--- src/include/ahm_pkg.sv ---
// Package for the ALU and hardware multiplier datapath
package ahm_pkg;

    // ------------------------------------------------------------
    // Register offsets (byte addresses on the register port)
    // ------------------------------------------------------------
    localparam logic [3:0] ADDR_WORKING = 4'h0;
    localparam logic [3:0] ADDR_FLAGS = 4'h1;
    localparam logic [3:0] ADDR_PROD_LOW = 4'h2;
    localparam logic [3:0] ADDR_PROD_HIGH = 4'h3;
    localparam logic [3:0] ADDR_FILE0 = 4'h4;
    localparam int FILE_COUNT = 8;

    // ------------------------------------------------------------
    // Flag bit positions and reset values
    // ------------------------------------------------------------
    localparam int FLAG_CARRY = 0;
    localparam int FLAG_HALF = 1;
    localparam int FLAG_ZERO = 2;
    localparam int FLAG_RANGE = 3;
    localparam logic [7:0] RESET_BYTE = 8'h00;

    // ------------------------------------------------------------
    // Operation codes
    // ------------------------------------------------------------
    typedef enum logic [3:0] {
        OP_NONE = 4'b0000,
        OP_ADD = 4'b0001,
        OP_SUB = 4'b0010,
        OP_AND = 4'b0011,
        OP_OR = 4'b0100,
        OP_XOR = 4'b0101,
        OP_RLC = 4'b0110,
        OP_RRC = 4'b0111,
        OP_MUL = 4'b1000,
        OP_MOVF = 4'b1001
    } ahm_op_type;

    typedef struct packed {
        ahm_op_type op;
        logic [2:0] fileSel;
        logic toFile;
        logic toProdHigh;
    } ahm_instr_type;

    typedef struct packed {
        logic [7:0] result;
        logic carry;
        logic half;
        logic zero;
        logic range;
    } ahm_alu_out_type;

endpackage : ahm_pkg

--- src/verilog/ahm_alu_mult.sv ---
// ALU with flags and single-cycle 8 x 8 hardware multiplier
//
// Functional notes
// [RULE1] Unsigned 8 x 8 full 16-bit product
// [RULE2] Multiply completes in one instruction cycle
// [RULE3] Product high and low bytes written
// [RULE4] Multiply leaves all ALU flags unchanged
// [RULE5] Operands: working register and file register
// [RULE6] Product high byte usable subtract destination
// [RULE7] Product bytes hold until overwritten; readable
// [RULE8] 8-bit add, subtract, shift, logic operations
// [RULE9] Instructions update carry, half, zero, range
// [RULE10] Range flag from bits 6 and 7
// [RULE11] Subtract carries are inverted borrows
//
// Added by the designer: the address map and the plain strobed port.
`timescale 1ns/1ns
`default_nettype none

module ahm_alu_mult
    import ahm_pkg::*;
(
    input wire logic mclk,
    input wire logic arst_n,
    input wire logic instrValid,
    input wire ahm_pkg::ahm_instr_type instr,
    input wire logic [3:0] regAddr,
    input wire logic [7:0] regWdata,
    input wire logic regWrite,
    input wire logic regRead,
    output logic [7:0] regRdata,
    output logic [7:0] workingReg,
    output logic [15:0] productOut,
    output logic [3:0] flagsOut
);
    import ahm_pkg::*;

    logic [7:0] working_register_reg;
    logic [7:0] product_low_byte_reg;
    logic [7:0] product_high_byte_reg;
    logic [3:0] alu_flags_register_reg;
    logic [7:0] fileReg [FILE_COUNT];
    logic [7:0] rdata_reg;
    logic [7:0] operandA;
    logic [7:0] operandB;
    logic [15:0] product;
    logic [8:0] sum;
    logic [4:0] halfSum;
    ahm_alu_out_type alu;
    logic flagWrite;

    // ------------------------------------------------------------
    // Operand selection
    // ------------------------------------------------------------
    always_comb begin
        operandA = working_register_reg; // [RULE5]
        if (instr.toProdHigh) begin
            operandB = product_high_byte_reg; // [RULE6]
        end else begin
            operandB = fileReg[instr.fileSel]; // [RULE5]
        end
    end

    // Unsigned, zero extended, combinational so result lands same cycle
    assign product = {8'h00, operandA} * {8'h00, operandB}; // [RULE1] [RULE2]

    // ------------------------------------------------------------
    // ALU
    // ------------------------------------------------------------
    always_comb begin
        sum = 9'h000;
        halfSum = 5'h00;
        alu.result = operandB;
        alu.carry = alu_flags_register_reg[FLAG_CARRY];
        alu.half = alu_flags_register_reg[FLAG_HALF];
        alu.range = alu_flags_register_reg[FLAG_RANGE];
        flagWrite = 1'b0;
        unique case (instr.op)
            OP_ADD: begin
                sum = {1'b0, operandB} + {1'b0, operandA}; // [RULE8]
                halfSum = {1'b0, operandB[3:0]} + {1'b0, operandA[3:0]};
                alu.result = sum[7:0];
                alu.carry = sum[8];
                alu.half = halfSum[4];
                alu.range = (operandA[7] == operandB[7])
                    && (sum[7] != operandA[7]); // [RULE10]
                flagWrite = 1'b1; // [RULE9]
            end
            OP_SUB: begin
                // f - w as f + ~w + 1: carry out is not-borrow
                sum = {1'b0, operandB} + {1'b0, ~operandA} + 9'h001; // [RULE8]
                halfSum = {1'b0, operandB[3:0]} + {1'b0, ~operandA[3:0]}
                    + 5'h01;
                alu.result = sum[7:0];
                alu.carry = sum[8]; // [RULE11]
                alu.half = halfSum[4]; // [RULE11]
                alu.range = (operandA[7] != operandB[7])
                    && (sum[7] != operandB[7]); // [RULE10]
                flagWrite = 1'b1; // [RULE9]
            end
            OP_AND: begin
                alu.result = operandA & operandB; // [RULE8]
                flagWrite = 1'b1;
            end
            OP_OR: begin
                alu.result = operandA | operandB;
                flagWrite = 1'b1;
            end
            OP_XOR: begin
                alu.result = operandA ^ operandB;
                flagWrite = 1'b1;
            end
            OP_RLC: begin
                alu.result = {operandB[6:0],
                    alu_flags_register_reg[FLAG_CARRY]}; // [RULE8]
                alu.carry = operandB[7];
                flagWrite = 1'b1;
            end
            OP_RRC: begin
                alu.result = {alu_flags_register_reg[FLAG_CARRY],
                    operandB[7:1]};
                alu.carry = operandB[0];
                flagWrite = 1'b1;
            end
            OP_MOVF: begin
                alu.result = operandB;
            end
            OP_MUL: begin
                alu.result = operandB;
            end
            OP_NONE: begin
                alu.result = operandB;
            end
            default: begin
                alu.result = operandB;
            end
        endcase
        alu.zero = (alu.result == 8'h00); // [RULE9]
    end

    // ------------------------------------------------------------
    // Flags register
    // ------------------------------------------------------------
    always_ff @(posedge mclk or negedge arst_n) begin
        if (!arst_n) begin
            alu_flags_register_reg <= RESET_BYTE[3:0];
        end else if (regWrite && regAddr == ADDR_FLAGS) begin
            alu_flags_register_reg <= regWdata[3:0];
        end else if (instrValid && flagWrite) begin
            // Multiply never sets flagWrite
            alu_flags_register_reg[FLAG_CARRY] <= alu.carry; // [RULE9] [RULE4]
            alu_flags_register_reg[FLAG_HALF] <= alu.half;
            alu_flags_register_reg[FLAG_ZERO] <= alu.zero;
            alu_flags_register_reg[FLAG_RANGE] <= alu.range;
        end
    end

    // ------------------------------------------------------------
    // Product register
    // ------------------------------------------------------------
    always_ff @(posedge mclk or negedge arst_n) begin
        if (!arst_n) begin
            product_low_byte_reg <= RESET_BYTE;
            product_high_byte_reg <= RESET_BYTE;
        end else if (instrValid && instr.op == OP_MUL) begin
            product_high_byte_reg <= product[15:8]; // [RULE3] [RULE2]
            product_low_byte_reg <= product[7:0]; // [RULE3]
        end else if (instrValid && flagWrite && instr.toFile
                && instr.toProdHigh) begin
            product_high_byte_reg <= alu.result; // [RULE6]
        end else if (regWrite && regAddr == ADDR_PROD_LOW) begin
            product_low_byte_reg <= regWdata; // [RULE7]
        end else if (regWrite && regAddr == ADDR_PROD_HIGH) begin
            product_high_byte_reg <= regWdata; // [RULE7]
        end
    end

    // ------------------------------------------------------------
    // Working register
    // ------------------------------------------------------------
    always_ff @(posedge mclk or negedge arst_n) begin
        if (!arst_n) begin
            working_register_reg <= RESET_BYTE;
        end else if (instrValid && instr.op != OP_MUL
                && instr.op != OP_NONE && !instr.toFile) begin
            working_register_reg <= alu.result;
        end else if (regWrite && regAddr == ADDR_WORKING) begin
            working_register_reg <= regWdata;
        end
    end

    // ------------------------------------------------------------
    // File registers
    // ------------------------------------------------------------
    for (genvar i = 0; i < FILE_COUNT; i++) begin : g_file
        always_ff @(posedge mclk or negedge arst_n) begin
            if (!arst_n) begin
                fileReg[i] <= RESET_BYTE;
            end else if (instrValid && instr.toFile && !instr.toProdHigh
                    && instr.op != OP_MUL && instr.op != OP_NONE
                    && instr.fileSel == 3'(i)) begin
                fileReg[i] <= alu.result;
            end else if (regWrite
                    && regAddr == ADDR_FILE0 + 4'(i)) begin
                fileReg[i] <= regWdata;
            end
        end
    end

    // ------------------------------------------------------------
    // Register read port
    // ------------------------------------------------------------
    always_ff @(posedge mclk or negedge arst_n) begin
        if (!arst_n) begin
            rdata_reg <= RESET_BYTE;
        end else if (regRead) begin
            if (regAddr >= ADDR_FILE0) begin
                rdata_reg <= fileReg[3'(regAddr - ADDR_FILE0)];
            end else begin
                unique case (regAddr[1:0])
                    2'h0: rdata_reg <= working_register_reg;
                    2'h1: rdata_reg <= {4'h0, alu_flags_register_reg};
                    2'h2: rdata_reg <= product_low_byte_reg; // [RULE7]
                    2'h3: rdata_reg <= product_high_byte_reg; // [RULE7]
                endcase
            end
        end
    end

    assign regRdata = rdata_reg;
    assign workingReg = working_register_reg;
    assign productOut = {product_high_byte_reg, product_low_byte_reg};
    assign flagsOut = alu_flags_register_reg;

endmodule : ahm_alu_mult
`default_nettype wire
--- config.mk ---
export PLATFORM = sky130hd
export DESIGN_NAME = ahm_alu_mult
export DESIGN_NICKNAME = d
export VERILOG_FILES = /design/src/include/ahm_pkg.sv /design/src/verilog/ahm_alu_mult.sv
export SDC_FILE = /design/constraint.sdc
export NUM_CORES = 1
export LEC_CHECK = 0
export BUFFER_PORTS_ARGS = -buffer_cell sky130_fd_sc_hd__buf_2
export CORE_UTILIZATION = 46
export DETAILED_ROUTE_END_ITERATION = 10
export HOLD_SLACK_MARGIN = 0.06
export SYNTH_ARGS = -nofsm -noshare
export SYNTH_HDL_FRONTEND = slang
export SYNTH_SLANG_ARGS = --single-unit
--- constraint.sdc ---
create_clock -name mclk -period 6.5 [get_ports mclk]
set_input_delay 0.65 -clock mclk [delete_from_list [all_inputs] [get_ports mclk]]
set_output_delay 0.65 -clock mclk [all_outputs]
set_load 0.01 [all_outputs]
# Word level (Yosys, flattened, before mapping)
# Index checks and enable logic that the tools add are counted.
totals:
  reg_bits: 100
  in_bits: 26
  out_inout_bits: 36
  wordCells: 169
classes:
  add_sub_neg: 7
  multipliers: 1
  n_lt_le_gt_ge: 3
  eq_ne: 36
  muxes: 41
  bitwise_logic: 7
  reduce_logical: 59
ops:
  columns: ["operator", "n"]
  rows:
  - ["8-bit 2-to-1 mux", 31]
  - ["8-bit one-hot mux with 7 select lines", 1]
  - ["8-bit binary-select mux with 3-bit select", 2]
  - ["1-bit logical AND", 33]
  - ["4-bit by 3-bit equality test with 1-bit output, second input constant", 8]
  - ["8-bit one-hot mux with 4 select lines", 1]
  - ["2-bit nonzero test", 11]
  - ["4-bit equality test, second input constant", 5]
  - ["8-bit by 8-bit adder with 9-bit output", 2]
  - ["4-bit by 2-bit equality test with 1-bit output, second input constant", 4]
  - ["8-bit by 8-bit multiplier with 16-bit output", 1]
  - ["3-bit equality test, second input constant", 4]
  - ["4-bit by 4-bit adder with 5-bit output", 2]
  - ["9-bit by 1-bit adder with 9-bit output, second input constant", 1]
  - ["8-bit AND", 1]
  - ["4-bit by 1-bit equality test with 1-bit output, second input constant", 2]
  - ["4-bit >= comparator, second input constant", 2]
  - ["8-bit logical NOT", 1]
  - ["4-bit 2-to-1 mux", 2]
  - ["3-bit inverter with 4-bit output", 2]
  - ["8-bit inverter", 1]
  - ["8-bit bitwise OR", 1]
  - ["2-bit AND reduction", 4]
  - ["8-bit bitwise XOR", 1]
  - ["24 further kinds", 31]

# Logic depth before layout (Yosys ltp)
depth:
  word_depth: 12
  ltp_mapped: 25
  mapped_depth_nobuf: 22

# Least setup slack after synthesis
# Ideal clock, no wire load.
synth_timing:
  path_kind: "input to register"
  start: "in instr[2] (netlist name)"
  end: "reg product_high_byte_reg[7]"
  arrival_ns: 5.909
  slack_ns: 0.459
  stages: 20
  path_cell_list: "buf_6 buf_2 mux4_2 mux2_2 mux2_2 nand2_1 fa_1 fa_1 inv_1 fa_1 inv_1 fa_1 inv_1 ha_1 a21boi_1 o41a_1 a41o_1 o41a_1 xnor2_1 o21ai_1"
synth_via:
  elab_chain_len: 10
  word_cells_on_any_way: 15
  cone_classes: "3 x add/sub; 1 x mul; 7 x mux; 4 x bitwise"
synth_lines:
  columns: ["element", "line_no", "rtl"]
  rows:
  - ["from (decl)", "ahm_alu_mult.sv:26", "input wire ahm_pkg::ahm_instr_type instr,"]
  - ["3-bit inverter with 4-bit output (not written as such) (*)", "ahm_alu_mult.sv:60", "operandB = fileReg[instr.fileSel];"]
  - ["8-bit binary-select mux with 3-bit select (*)", "ahm_alu_mult.sv:60", null]
  - ["8-bit 2-to-1 mux (not written as such) (*) (2 in series)", "ahm_alu_mult.sv:60", null]
  - ["8-bit 2-to-1 mux (*)", "ahm_alu_mult.sv:57", "if (instr.toProdHigh) begin"]
  - ["8-bit by 8-bit adder with 9-bit output", "ahm_alu_mult.sv:91", "sum = {1'b0, operandB} + {1'b0, ~operandA} + 9'h001;"]
  - ["9-bit by 1-bit adder with 9-bit output", "ahm_alu_mult.sv:91", null]
  - ["8-bit one-hot mux with 7 select lines", "ahm_alu_mult.sv:78", "unique case (instr.op)"]
  - ["8-bit 2-to-1 mux", "ahm_alu_mult.sv:168", "end else if (instrValid && flagWrite && instr.toFile"]
  - ["8-bit 2-to-1 mux (*)", "ahm_alu_mult.sv:165", "end else if (instrValid && instr.op == OP_MUL) begin"]
  - ["to (signal assigned)", "ahm_alu_mult.sv:166", "product_high_byte_reg <= product[15:8];"]
  - ["to (signal assigned)", "ahm_alu_mult.sv:170", "product_high_byte_reg <= alu.result;"]
  - ["to (signal assigned)", "ahm_alu_mult.sv:174", "product_high_byte_reg <= regWdata;"]
  - ["to (decl)", "ahm_alu_mult.sv:40", "logic [7:0] product_high_byte_reg;"]
# Every way passes the cells marked *; elsewhere a longest branch is shown, timed or not. The select of a mux whose other input is x is not followed.
# A chain may end at the register's enable or synchronous reset.

# Worst setup path in the final report
layout_timing:
  start: "in instr[4] (netlist name)"
  end: "reg product_high_byte_reg[7]"
# Same word-level chain as after synthesis.

==> run metrics <==
Biggest register fileReg; Post-synth ARST share 100%; Arrival @ worst endpoint 6.18 ns; Tcrit/Tclk final 91.9%; PwrDens 477 nW/µm²; Die Span Y 146 µm; # setup viols final 0; die area 21,500 µm²; Worst Tran Pin Value 1.36 ns; Synth top area share 26.1%; outcome complete, no violations; Max stage delay on crit path 0.56 ns; Max H-tree Level 3; Clock Latency Late Sink 0.36 ns; sequential share of the synthesized area 26.1%; die width 146 µm; Syn Inst Count 1,060; core area 20,400 µm²; post-DR vias/cell 6.20; clock sink count 100; CTS clk-pin slew, worst paths 0.07 ns; mean routed wirelength per cell 23.7 µm; Top FF cell, synth dfrtp_1; cts hold-fix bufs 0; gr usage total 31.0%; worst vdd ir 0.000525 V; kind of critical path in -> reg; vias in the first global route 8,035; Synth Net Count 1,184; Yosys warning total 0; r2r setup slk 0.77 ns; Placed Area 10,200 µm²; most frequent cells after synthesis nor2_1 (123), dfrtp_1 (100), nand2_1 (100), mux2i_1 (73), a21oi_1 (69); Post-DRT Antenna Nets 0; CP max FO 22; Worst R2R End product_high_byte_reg[7]; 1st-pass router iterations 6; # resized after CTS 0; worst-path cell chain buf_2 > mux4_2 > mux2_2 > mux2_2 > nand2_1 > fa_1 > fa_1 > inv_1 > fa_1 > inv_1 > fa_1 > inv_1 > ha_1 > a21boi_1 > o41a_1 > a41o_1 > o41a_1 > xnor2_1 > o21ai_1; Initial Util 47.2%; Vias 8,452; Final Hold Viols 0; largest net degree at the start of global routing 58; Residual DRC 0; Post-CTS Setup Repair Bufs 0; first-pass GRT wire length 50.0 mm; Synth Register Bits 100; routability cong. 0.933; Num CTS Buffers 9; DP HPWL 24.2 mm; Clock Tree Buf Depth 2; layout cells sized above 1 17.7%; setup TNS 0 ns; static leakage 0.00468 µW; post-route cell area 10,500 µm²; Nets 1,214; Routed Wire Length 32.4 mm; row cnt 52; slew margin rel. 9.61%; Req. time, crit path 6.71 ns; n_diodes 0; synthesized area 9600 µm²; Post-synth EDFFs 0; CP max stage cell fa_1; Critical Path Sink Type flip-flop; CP startpoint kind input port; final worst path period need 5.97 ns; Final Skew 0.0112 ns; # IOs 62; Worst Setup SP instr[4]; CTS root buffer clkbuf_16; drt first-iter violations 1,110; Slew Viols, Final 0; post-synth cell types 75; Syn Area/Cell 9.06 µm²; Layout Area Growth over Synthesis 9.21%; class of the worst hold path in -> async; reg-to-reg startpoint fileReg[5]; Max Cap Viol 0; cell taking the most area after synthesis dfrtp_1; cells on worst reg2reg path 18; GRT overflow 0; TritonCTS clock tree yes; initial antenna violation count 0; RSZ-0062 raised after global routing false; max reg flops 64; crit path to product_high_byte_reg[7]; Layout fillers 1,940; IO Port Bufs 61; fmax 167 MHz; most frequent cell after synthesis nor2_1; Area contributors post-synth dfrtp_1 (26%), fa_1 (7.9%), ha_1 (7.8%), mux2i_1 (7.6%), mux4_2 (7.3%); CP most frequent cell fa_1
-- worst max-delay path: cells and delay by family --
family                   cells  cell delay (ns)
adder cells (fa/ha/maj)      5             2.41
multiplexers                 3             1.07
AND/OR/NAND/NOR              1             0.10
AO/OA/AOI/OAI                5             1.17
XOR/XNOR                     1             0.17
buffers and inverters        4             0.61
-- worst min path at each step --
stage           startpoint     endpoint  slack [ns]  cells after the start
2_1_floorplan       arst_n   fileReg[0]        0.35                      0
3_5_place_dp   regRdata[3]  regRdata[3]        0.49                      1
6_report            arst_n  flagsOut[1]        0.28                      1
4_1_cts             arst_n  flagsOut[1]        0.31                      1
3_3_place_gp   regRdata[0]  regRdata[0]        0.49                      1
5_1_grt             arst_n  flagsOut[3]        0.33                      1
-- metal layers --
layer	track usage [%]	up-vias	wire length [µm]
met5	0	-	0
li1	-	3821	-
met3	6.81	38	2960
met4	8.02	0	746
met2	44.8	421	13700
met1	46.5	4172	15000
-- power by group --
part	switching, µW	total, µW	leakage (µW)	internal [µW]
registers	278	1100	0.00121	822
clock network	251	560	0.000145	309
logic	1930	3340	0.00332	1410
-- cell usage in the layout (no fill, tap or decap), types with 9 or more instances in the layout --
cell and count:
a211oi_1 14, fa_1 38, a21oi_1 69, mux4_2 31, mux2i_1 73, dfrtp_1 100, o21ai_1 34, inv_1 65
nand2b_1 9, xnor2_1 9, nor2_1 123, ha_1 60, xor2_1 9, mux2_2 42, clkbuf_16 9, nor2b_1 19
nand2_1 100, buf_4 30, buf_2 60, nor3_1 16, nand3_1 12, o21ai_0 34
-- stage by stage --
step	utilization [%]	instances	setup slack [ns]	power (µW)	hold WS (ns)
detailed placement	50.0	1349	0.191	4410	0.493
CTS	51.5	1364	0.525	5000	0.309
global route	51.5	1364	0.232	5460	0.330
finish	51.5	1364	0.528	5000	0.279
global placement	50.0	1349	0.220	4390	0.491
floorplan	-	1060	0.459	3380	0.354
-- cell type report --
class                      instances  area, µm²  share of cell area [%]
multi-input combinational        817       6550                    62.5
sequential                       100       2500                    23.9
timing repair buffer              90        526                    5.01
tap                              270        338                    3.22
inverter                          72        270                    2.58
clock buffer                      10        239                    2.28
clock inverter                     5       60.1                   0.573
-- kinds of logic after synthesis --
family                   Yosys count  share of synthesized area (%)
multiplexers                     149                           20.3
flip-flops                       100                           26.1
buffers and inverters            143                           5.76
AND/OR/NAND/NOR                  316                           15.0
adder cells (fa/ha/maj)           98                           15.7
AO/OA/AOI/OAI                    236                           15.5
XOR/XNOR                          18                           1.64
Power figures use the tool's default switching activity.
